`src/shared/tach_bind_regs.svh`:
```
/*
  register offsets, field positions, reset values and edge codes for the
  tachometer binding and status/control block.
  assumes: included by bare name from the package and the design file.
*/
`ifndef TACH_BIND_REGS_SVH
`define TACH_BIND_REGS_SVH
`define OFS_TACH_PWM_BINDING 8'hE0
`define OFS_STATUS_AND_CONTROL 8'hE2
`define RST_TACH_PWM_BINDING 8'h00
`define RST_STATUS_AND_CONTROL 8'h00
`define RST_CTRL_BITS 6'h00
`define WR_MASK_NONE 8'h00
`define WR_MASK_LOCKABLE 8'h02
`define RD_UNMAPPED 8'h00
`define BIT_OVERRIDE 0
`define BIT_ROR_MODE 1
`define BIT_IN4_AM 2
`define BIT_IN5_AM 3
`define FLD_EDGE_LO 4
`define FLD_EDGE_HI 5
`define BIT_HOST_SUM 6
`define BIT_MGMT_SUM 7
`define BIT_CFG_ALERT_EN 3
`define EDGE_CODE_EITHER 2'h0
`define EDGE_CODE_RISE 2'h1
`define EDGE_CODE_FALL 2'h2
`define EDGE_CODE_RSVD 2'h3
`define WR_MASK_CTRL 8'h3D
`endif

```
`src/shared/tach_bind_pkg.sv`:
```
/*
  types for the tachometer binding and status/control block.
  assumes: the constants header sits beside it on the include path.
*/
`include "tach_bind_regs.svh"
package tach_bind_pkg;
  // edge selection handed to the tachometer measurement logic
  typedef enum logic [1:0]
  {
    EDGE_EITHER = 2'b00,
    EDGE_RISE = 2'b01,
    EDGE_FALL = 2'b10
  } tach_edge_t;
endpackage

```
`src/rtl/tach_binding_status.sv`:
```
/*
  tachometer-to-pwm binding register and status/control register.
  assumes: a byte-wide register port from the serial interface decoder with
  one-cycle read and write strobes; error status registers, pwm and tach
  logic live outside and exchange levels with this block.
*/
// Contract
// - one binding bit per tach and pwm
// - bound tach errors masked at zero/spin-up
// - mode bit picks clear-on-read or write-one
// - lock freezes mode bit while cfg_lock is high
// - input4 event masks all other errors
// - status frozen until input4 flag clears
// - edge field selects tach edges
// - host summary reflects any host error
// - mgmt summary drives alert when enabled
// - alert only while alert enable set
// - spin-up window also masks bound tach
`timescale 1ns/1ps
`include "tach_bind_regs.svh"
module tach_binding_status
  import tach_bind_pkg::*;
(
  // clock and reset
  input wire logic core_clk,
  input wire logic rst,
  // register port
  input wire logic [7:0] reg_addr,
  input wire logic reg_wr,
  input wire logic reg_rd,
  input wire logic [7:0] reg_wdata,
  output logic [7:0] reg_rdata,
  // configuration levels from elsewhere
  input wire logic cfg_lock,
  input wire logic cfg_alert_en,
  // pwm state
  input wire logic [1:0] pwm_duty_zero,
  input wire logic [1:0] pwm_spinning_up,
  // raw tach errors and error status summaries
  input wire logic [3:0] tach_err_raw,
  input wire logic [3:0] tach_err_masked_n_unused_dummy,
  input wire logic host_any_error,
  input wire logic mgmt_any_error,
  input wire logic host_input4_error_flag,
  input wire logic mgmt_input4_error_flag,
  input wire logic host_input5_error_flag,
  input wire logic mgmt_input5_error_flag,
  // controls to the rest of the device
  output logic [3:0] tach_err_suppress,
  output logic pwm_full_override,
  output logic reset_on_read_mode,
  output tach_edge_t tach_edge_sel,
  output logic mgmt_record_hold,
  output logic host_record_hold,
  output logic alert_n
);

  logic [7:0] binding_q;
  logic [5:0] ctrl_q;
  logic [7:0] binding_d;
  logic [5:0] ctrl_d;
  wire sel_bind = reg_addr == `OFS_TACH_PWM_BINDING;
  wire sel_ctrl = reg_addr == `OFS_STATUS_AND_CONTROL;
  // the lockable mode bit drops out of the write mask while the lock stands
  wire [7:0] wr_mask = `WR_MASK_CTRL | (cfg_lock ? `WR_MASK_NONE : `WR_MASK_LOCKABLE);

  // next values: writes land directly, mode bit guarded by the lock
  assign binding_d = (reg_wr && sel_bind) ? reg_wdata : binding_q;
  assign ctrl_d = (reg_wr && sel_ctrl) ?
    ((reg_wdata[5:0] & wr_mask[5:0]) | (ctrl_q & ~wr_mask[5:0])) : ctrl_q;

  always_ff @(posedge core_clk or posedge rst)
  begin
    if (rst)
    begin
      binding_q <= `RST_TACH_PWM_BINDING;
      ctrl_q <= `RST_CTRL_BITS;
    end
    else
    begin
      binding_q <= binding_d;
      ctrl_q <= ctrl_d;
    end
  end

  // a pwm is quiet while stopped or spinning up; a tach bound to both is undefined, we or the two
  wire [1:0] pwm_quiet = pwm_duty_zero | pwm_spinning_up;
  genvar t;
  generate
    for (t = 0; t < 4; t++)
    begin : g_tach
      assign tach_err_suppress[t] = (binding_q[2*t] & pwm_quiet[0]) | (binding_q[2*t+1] & pwm_quiet[1]);
    end
  endgenerate

  // control outputs
  assign pwm_full_override = ctrl_q[`BIT_OVERRIDE];
  assign reset_on_read_mode = ctrl_q[`BIT_ROR_MODE];
  wire [1:0] edge_code = ctrl_q[`FLD_EDGE_HI:`FLD_EDGE_LO];
  // reserved code falls back to either-edge so measurement keeps running
  assign tach_edge_sel = (edge_code == `EDGE_CODE_RSVD) ? EDGE_EITHER : tach_edge_t'(edge_code);

  // hold for one side: an armed input whose flag still stands freezes recording
  // the hold is a level, so it lifts on its own once the host clears that flag
  function automatic logic hold_of(input logic am4, input logic am5, input logic flag4, input logic flag5);
    hold_of = (am4 & flag4) | (am5 & flag5);
  endfunction

  // auto-mask: status logic stops recording new events while the flag stands
  // each side keys on its own flag, so host and management release separately
  assign mgmt_record_hold = hold_of(ctrl_q[`BIT_IN4_AM], ctrl_q[`BIT_IN5_AM],
    mgmt_input4_error_flag, mgmt_input5_error_flag);
  assign host_record_hold = hold_of(ctrl_q[`BIT_IN4_AM], ctrl_q[`BIT_IN5_AM],
    host_input4_error_flag, host_input5_error_flag);

  // summaries are pure combinational views, no write needed to drop them
  wire [7:0] ctrl_view = {mgmt_any_error, host_any_error, ctrl_q};
  assign alert_n = ~(mgmt_any_error & cfg_alert_en);

  // read mux: unmapped addresses return zero
  // no read side effects: clear-on-read is done by the status registers outside
  assign reg_rdata = sel_bind ? binding_q : (sel_ctrl ? ctrl_view : `RD_UNMAPPED);
endmodule

```
`config.mk`:
```
export PLATFORM = sky130hd
export DESIGN_NAME = tach_binding_status
export DESIGN_NICKNAME = d
export VERILOG_FILES = /design/src/shared/tach_bind_pkg.sv /design/src/rtl/tach_binding_status.sv
export VERILOG_INCLUDE_DIRS = /design/src /design/src/shared
export SDC_FILE = /design/constraint.sdc
export NUM_CORES = 1
export LEC_CHECK = 0
export ABC_AREA = 1
export BUFFER_PORTS_ARGS = -buffer_cell sky130_fd_sc_hd__buf_2
export CAP_MARGIN = 30
export CORE_UTILIZATION = 43
export DETAILED_ROUTE_END_ITERATION = 6
export HOLD_SLACK_MARGIN = 0.06
export PLACE_DENSITY_LB_ADDON = 0.12
export SETUP_SLACK_MARGIN = 0.1
export SYNTH_ARGS = -nofsm -noshare
export SYNTH_HDL_FRONTEND = slang
export SYNTH_SLANG_ARGS = --single-unit
```
`constraint.sdc`:
```
create_clock -name core_clk -period 1.1 [get_ports core_clk]
set_input_delay 0 -clock core_clk [delete_from_list [all_inputs] [get_ports core_clk]]
set_output_delay 0 -clock core_clk [all_outputs]
set_load 0.05 [all_outputs]
```
Word level (Yosys, flattened, before mapping)

Index checks and enable logic that the tools add are counted.

Divide/modulo/power cells: 0
$mul: 0
Muxes and demuxes: 4
Order comparisons: 0
Add/sub/neg operators: 0
Shift operators: 0
Bitwise operators: 25
Reductions and logical operators: 2
Eq/ne operators: 3

Operators with widths:

| kind                 | count |
|---|---|
| $eq A8 B8 Y1 const B | 2 |
| $mux W8              | 2 |
| $and A1 B1 Y1        | 13 |
| $and A6 B6 Y6        | 2 |
| $not A6 Y6           | 1 |
| $or A1 B1 Y1         | 6 |
| $or A6 B6 Y6         | 1 |
| $mux W2              | 2 |
| $eq A2 B2 Y1 const B | 1 |
| $logic_and A1 B1 Y1  | 2 |
| $or A2 B2 Y2         | 1 |
| $not A1 Y1           | 1 |

Memories kept: 0
Latch bits: 0
RAM bits: 0
Register bits: 14
Output and inout bits: 19
Bits in read-only memories: 0
Word-level logic and storage cells: 36

Depth between registers and ports, before layout

Gate-level depths: netlist (run 1).

Depth after elaboration: 4
Mapped depth: 7
Mapped depth without buffers: 7

Worst setup path after synthesis (run 1)

Ideal clock, no wire load.

Path type: input -> output
From: in reg_addr[2]
To: out reg_rdata[0]
Arrival: 1651 ps
Slack: -551 ps
Data required time: 1100 ps
Path buffers: 0
Stages: 5
Cell sequence: inv_1 > nand2_2 > nor3_4 > nand2_4 > o21ai_0

Cells in the longest elaborated chain, start to end: 3

RTL lines:

| item                          | line                       | RTL |
|---|---|---|
| from (decl)                   | tach_binding_status.sv:28  | `input wire logic [7:0] reg_addr,` |
| $eq A8 B8 Y1 (no source line) | -                          |  |
| $mux W8 (no source line)      | -                          |  |
| $mux W8 *                     | tach_binding_status.sv:122 | `` assign reg_rdata = sel_bind ? binding_q : (sel_ctrl ? ctrl_view : `RD_UNMAPPED); `` |
| to (decl)                     | tach_binding_status.sv:32  | `output logic [7:0] reg_rdata,` |

Mark *: on every way between the ends. The rest lies on a longest branch, timed or not.

Worst setup path after layout (run 1)

From: reg ctrl_q[2]
To: out host_record_hold

Cells in the longest elaborated chain, start to end: 2

RTL lines:

| item                   | line                       | RTL |
|---|---|---|
| from (decl)            | tach_binding_status.sv:59  | `logic [5:0] ctrl_q;` |
| from (signal assigned) | tach_binding_status.sv:77  | `` ctrl_q <= `RST_CTRL_BITS; `` |
| from (signal assigned) | tach_binding_status.sv:82  | `ctrl_q <= ctrl_d;` |
| $and A1 B1 Y1          | tach_binding_status.sv:106 | `hold_of = (am4 & flag4) \| (am5 & flag5);` |
| $or A1 B1 Y1           | tach_binding_status.sv:106 |  |
| to (decl)              | tach_binding_status.sv:54  | `output logic host_record_hold,` |

Every way passes these cells.

==> impl_metrics.json, run 1 <==
{
  "run_status": "finished, violations left",
  "violations": "setup timing",
  "io_pins": 59,
  "ys_seq_area_share_pct": 40.9,
  "grt_pass1_wl_mm": 3.97,
  "powerDensity_nw_per_um2": 853,
  "portBuffers": 49,
  "post_drt_wl_per_cell_um": 13.8,
  "p_leak_nw": 0.856,
  "switching_power_mw": 0.427,
  "hold_violations": 0,
  "cp-start-kind": "flip-flop",
  "ys_warn_count": 0,
  "worst_pin_slew_ns": 0.550,
  "end_kind": "output port",
  "p_total_mw": 1.33,
  "grt_pass1_vias": 999,
  "routed-wl-met2_mm": 1.63,
  "die_area_um2": 2180,
  "syn_nets": 162,
  "m1WireLength_mm": 1.15,
  "grt_max_degree": 15,
  "grt_usage_pct": 26.5,
  "stdcell_count": 225,
  "final_cell_area_um2": 1560,
  "top_layer": "met4",
  "finalCriticalPeriod_ns": 1.10,
  "grt-ovfl-total": 0,
  "clk_path_buf_depth": 2,
  "multi_input_area_um2": 494,
  "arrival_ns": 1.10,
  "hold_class": "input pin to flip-flop",
  "p_comb_share_pct": 28.4,
  "criticalPathCategory": "flip-flop to output port",
  "clk_latency_ns": 0.29,
  "setup_viol": 1,
  "skew_ns": 0,
  "ir_drop_mv": 0.720,
  "place_congestion": 0.782,
  "synth_area_um2": 857,
  "synthCells": 122,
  "num-nets-final": 241,
  "syn_avg_cell_area_um2": 7.03,
  "pwr-share-clk_pct": 29.5,
  "cts_tree": "done",
  "seq_area_um2": 350,
  "area_growth_pct": 81.9,
  "start_util_pct": 47.6,
  "layout-drive-gt1-share_pct": 49.5,
  "num-fill-cells": 92,
  "insertedDiodeCount": 0,
  "die_h_um": 46.6,
  "avgViaCountPerCell": 5.16,
  "dieWidth_um": 46.6,
  "internal-power_mw": 0.903,
  "rows": 15,
  "p_seq_share_pct": 42.1,
  "synth-seq-cells": 14,
  "drt_wl_total_mm": 3.10,
  "dpl.cell_count": 202,
  "swShare_pct": 32.1,
  "cts_inserted_buffers": 3,
  "dr_wl_met3_um": 226,
  "postLayoutSetupSlackWorst_ns": -0.00320,
  "antenna_found_initial": 0,
  "clkTransAtPathRegs_ns": 0.09,
  "drcViolationCount": 0,
  "first_pass_iters": 4,
  "clockRootBuffer": "clkbuf_4",
  "finalMaxSlewViolations": 0,
  "rsz0062_at_grt": "true",
  "postRouteAntennaNets": 0,
  "yosysUniqueCellTypes": 16,
  "htree_num_levels": 1,
  "drt_iter0_markers": 24,
  "fin_hold_ws_ns": 0.120,
  "crit_fanout": 4,
  "max-cap-violations": 0,
  "finalSetupTns_ns": -0.00320,
  "max_clock_freq_ghz": 0.906,
  "hpwl_mm": 1.75,
  "cts_num_sinks": 14,
  "coreArea_um2": 1800,
  "placed_area_um2": 1250,
  "required_ns": 1.10,
  "vias": 1162,
  "fin_crit_sh_pct": 100,
  "slew_headroom_pct": 63.3
}
logic make-up (layout without fill, tap and decap cells):
family,count (synthesis),in the layout,share of synthesized area [%]
AO/OA/AOI/OAI,14,14,9.64
buffers and inverters,21,99,9.64
flip-flops,14,14,40.9
AND/OR/NAND/NOR,73,73,39.9
flip-flops by register name (all words and copies together) (netlist names), named ones only:
signal	cells
binding_q	8
ctrl_q	5
through the flow:
stage                     setup WS, ns  util [%]
after CTS                       0.0305      84.9
after global routing           -0.0422      86.5
after floorplan                 0.0119         -
final                         -0.00320      86.5
after detailed placement        0.0680      69.4
after global placement           0.127      69.4
worst max-delay path: stages, from the launching register on:
cell and delay, ns:
dfrtp_1 0.42, a22o_1 0.24, buf_6 0.15
routing by layer:
layer,GRT usage (%),up-vias
met5,0,-
met4,15.4,0
met3,4.71,14
met2,45.3,67
met1,30.6,532
li1,-,549
synthesized netlist by cell type:
cell type / n / area (um^2)
nand3_4: 1 / 17.5
nor2_2: 2 / 12.5
inv_1: 19 / 71.3
nand2_1: 48 / 180
a22o_1: 2 / 17.5
dfrtp_1: 14 / 350
nor2_1: 8 / 30.0
o21ai_0: 8 / 40.0
nand4_1: 10 / 62.6
nor3_4: 1 / 16.3
clkbuf_1: 1 / 3.75
nand2_2: 1 / 6.26
buf_4: 1 / 7.51
o22ai_1: 4 / 25.0
nand2_4: 1 / 11.3
nand3_1: 1 / 5.00
what timing repair did:
action                                  CTS  global route
gates resized for setup                  40             2
hold endpoints to repair                 28             0
buffers inserted                          4             4
gates cloned                              0             0
pin swaps                                13             3
hold buffers                             11             0
endpoints found under the setup margin   16            16
cell type report:
cell class	count	area share [%]
Multi-Input combinational cell	87	31.7
Timing Repair Buffer	76	36.9
Sequential cell	14	22.5
Clock buffer	4	2.33
Tap cell	25	2.01
Inverter	19	4.57
path summary, 6_finish.rpt:
path | startpoint | endpoint | cells past startpoint | slack [ns]
hold reg to reg | binding_q[0]$_DFFE_PP0P_ | binding_q[0]$_DFFE_PP0P_ | 2 | 0.51
setup reg to reg | ctrl_q[2]$_DFFE_PP0P_ | ctrl_q[2]$_DFFE_PP0P_ | 4 | 0.23
max in group asynchronous | rst | ctrl_q[3]$_DFFE_PP0P_ | 3 | 0.44
min in group asynchronous | rst | binding_q[0]$_DFFE_PP0P_ | 3 | 0.30
hold / removal | reg_wr | ctrl_q[5]$_DFFE_PP0P_ | 5 | 0.12
setup / recovery | ctrl_q[2]$_DFFE_PP0P_ | host_record_hold | 2 | -0.003
cell usage in the layout (no fill, tap or decap), types with 7 or more instances in the layout:
cell type	instances
dlygate4sd3_1	11
dfrtp_1	14
inv_1	10
nand2_1	47
inv_2	9
buf_6	16
buf_4	16
o21ai_2	7
buf_2	33
nand4_1	10
power groups by stage:
stage / clock network (mW) / registers, mW / logic (mW)
final: 0.393 / 0.559 / 0.378
after global routing: 0.429 / 0.561 / 0.402
after CTS: 0.380 / 0.557 / 0.358
after detailed placement: 0 / 0.565 / 0.291
after global placement: 0 / 0.564 / 0.285
after floorplan: 0 / 0.571 / 0.172
(Power assumes the default switching activity.)
==> run 2, diff against run 1 <==
Settings changed: PLACE_DENSITY from default to 0.95, PLACE_DENSITY_LB_ADDON 0.12 to default.
==> run 2 against run 1 <==
Against the previous run:
- the flow still finishes with violations (setup timing)
- first-iteration DRC count up 130%
- die area unchanged
- setup slack worse by 0.044 ns
- routed wire length increased by 12%
- power increased by 1.5%
- clock-buffer cell count unchanged
- critical path type unchanged
- critical endpoint is now tach_err_suppress[1]
- largest power group unchanged
==> impl_metrics.json, run 2 (synthesis results as in run 1) <==
{
  "cts_tree": "done",
  "postRouteAntennaNets": 0,
  "regToRegSetupSlack_ns": 0.25,
  "end_kind": "output port",
  "ir_drop_mv": 0.793,
  "p_total_mw": 1.35,
  "powerDensity_nw_per_um2": 880,
  "max-cap-violations": 0,
  "hold_class": "input pin to flip-flop",
  "layout-drive-gt1-share_pct": 48.7,
  "dieWidth_um": 46.6,
  "grt_max_degree": 15,
  "criticalPathCategory": "flip-flop to output port",
  "hp-start": "reg_wr",
  "cp-start-kind": "flip-flop",
  "rsz0062_at_grt": "true",
  "cts_inserted_buffers": 3,
  "clk_latency_ns": 0.30,
  "cts_num_sinks": 14,
  "area_growth_pct": 79.0,
  "clockRootBuffer": "clkbuf_4",
  "antenna_found_initial": 0,
  "io_pins": 59,
  "largestRegisters": "binding_q: 8 flops, ctrl_q: 5 flops",
  "required_ns": 1.10,
  "hpwl_mm": 1.92,
  "rows": 15,
  "crit_fanout": 2,
  "drt_wl_total_mm": 3.47,
  "holdPathStages": 3,
  "fin_crit_sh_pct": 104,
  "drt_iter0_markers": 56,
  "post_drt_wl_per_cell_um": 15.8,
  "crit_chain": "inv_2 > o22ai_2 > buf_6",
  "finalCriticalPeriod_ns": 1.15,
  "largest_reg_flops": 8,
  "setup_viol": 7,
  "max_clock_freq_ghz": 0.872,
  "portBuffers": 49,
  "run_status": "finished, violations left",
  "vias": 1202,
  "slowest_stage": "dfrtp_1",
  "grt-ovfl-total": 0,
  "slew_headroom_pct": 61.1,
  "grt_usage_pct": 33.3,
  "postLayoutSetupSlackWorst_ns": -0.0470,
  "insertedDiodeCount": 0,
  "clk_path_buf_depth": 2,
  "fin_hold_ws_ns": 0.100,
  "final_cell_area_um2": 1530,
  "first_pass_iters": 4,
  "violations": "setup timing",
  "reg2reg_from": "binding_q[5]$_DFFE_PP0P_",
  "regMostFlops": "binding_q",
  "hold_path_end": "binding_q[1]$_DFFE_PP0P_",
  "layout_commonest_cell": "nand2_1",
  "hold_violations": 0,
  "place_congestion": 0.805,
  "drcViolationCount": 0,
  "num-nets-final": 236,
  "die_h_um": 46.6,
  "start_util_pct": 47.6,
  "avgViaCountPerCell": 5.46,
  "grt_pass1_vias": 1142,
  "grt_pass1_wl_mm": 4.79,
  "die_area_um2": 2180,
  "arrival_ns": 1.15,
  "rr_worst_depth": 3,
  "finalMaxSlewViolations": 0,
  "p_leak_nw": 0.829,
  "worst_pin_slew_ns": 0.582,
  "htree_num_levels": 1,
  "max_stage_delay_ns": 0.42,
  "coreArea_um2": 1800,
  "skew_ns": 0,
  "final_cell_mix": "47 x nand2_1, 32 x buf_2, 16 x buf_6, 14 x dfrtp_1, 12 x buf_4",
  "placed_area_um2": 1210,
  "timing.rr.end": "binding_q[5]$_DFFE_PP0P_",
  "clkTransAtPathRegs_ns": 0.10
}
-- run 2: cell types whose count changed in the layout (fill, tap and decap cells not counted) --
cell	previous run	this run
buf_2	33	32
nor2_2	4	3
o22ai_4	0	1
buf_4	16	12
nor2_4	0	1
dlygate4sd3_1	11	10
clkbuf_4	3	4
o22ai_2	4	3
-- run 2: worst max-delay path, delay by kind of cell (launching register included) --
family	cells	cell delay (ns)
DFF	1	0.42
AOI/OAI and AO/OA	1	0.16
buffers and inverters	2	0.26
-- run 2: where the power goes --
part	leakage (nW)	switching, mW	total (mW)	internal, mW
Combinational	0.615	0.227	0.385	0.158
Clock	0.0210	0.201	0.403	0.202
Sequential	0.193	0.0238	0.562	0.538
Total	0.829	0.452	1.35	0.898
-- run 2: worst max path at each step --
stage	depth (start not counted)	to	slack, ns	start
floorplan	5	reg_rdata[0]	0.01	reg_addr[2]
global placement	8	reg_rdata[0]	0.11	reg_addr[4]
detailed placement	8	reg_rdata[0]	0.06	reg_addr[0]
CTS	2	host_record_hold	0.005	ctrl_q[2]$_DFFE_PP0P_
global route	3	tach_err_suppress[1]	-0.06	binding_q[2]$_DFFE_PP0P_
finish	3	tach_err_suppress[1]	-0.05	binding_q[2]$_DFFE_PP0P_
-- run 2: stage by stage --
stage	utilization, %	cells	worst slack, ns	setup TNS [ns]
final	85.1	220	-0.0470	-0.164
after CTS	82.6	216	0.00472	0
after global placement	67.3	197	0.113	0
after detailed placement	67.3	197	0.0634	0
after global routing	85.1	220	-0.0645	-0.306
after floorplan	-	122	0.0119	0
-- run 2: cell type report --
type	count	area, um^2
Multi-Input combinational cell	87	507
Sequential cell	14	350
Inverter	19	71.3
Timing Repair Buffer	71	538
Clock buffer	4	36.3
Tap cell	25	31.3
Fill cell	94	268
-- run 2: repair_timing --
item / CTS / global route
endpoints found under the hold margin: 28 / 0
endpoints found under the setup margin: 16 / 17
gates resized for setup: 41 / 4
hold buffers: 10 / 0
setup buffers: 5 / 4
pin swaps: 11 / 3
-- run 2: routing by layer --
metal  wire (um)  vias up  share of wire [%]  global-route usage, %
met4         181        0                5.2                   32.0
met2        1730      103                 50                   58.1
met5           0        -                  0                      0
met3         329       27                9.5                   5.49
li1            -      538                  -                      -
met1        1220      534                 35                   32.3
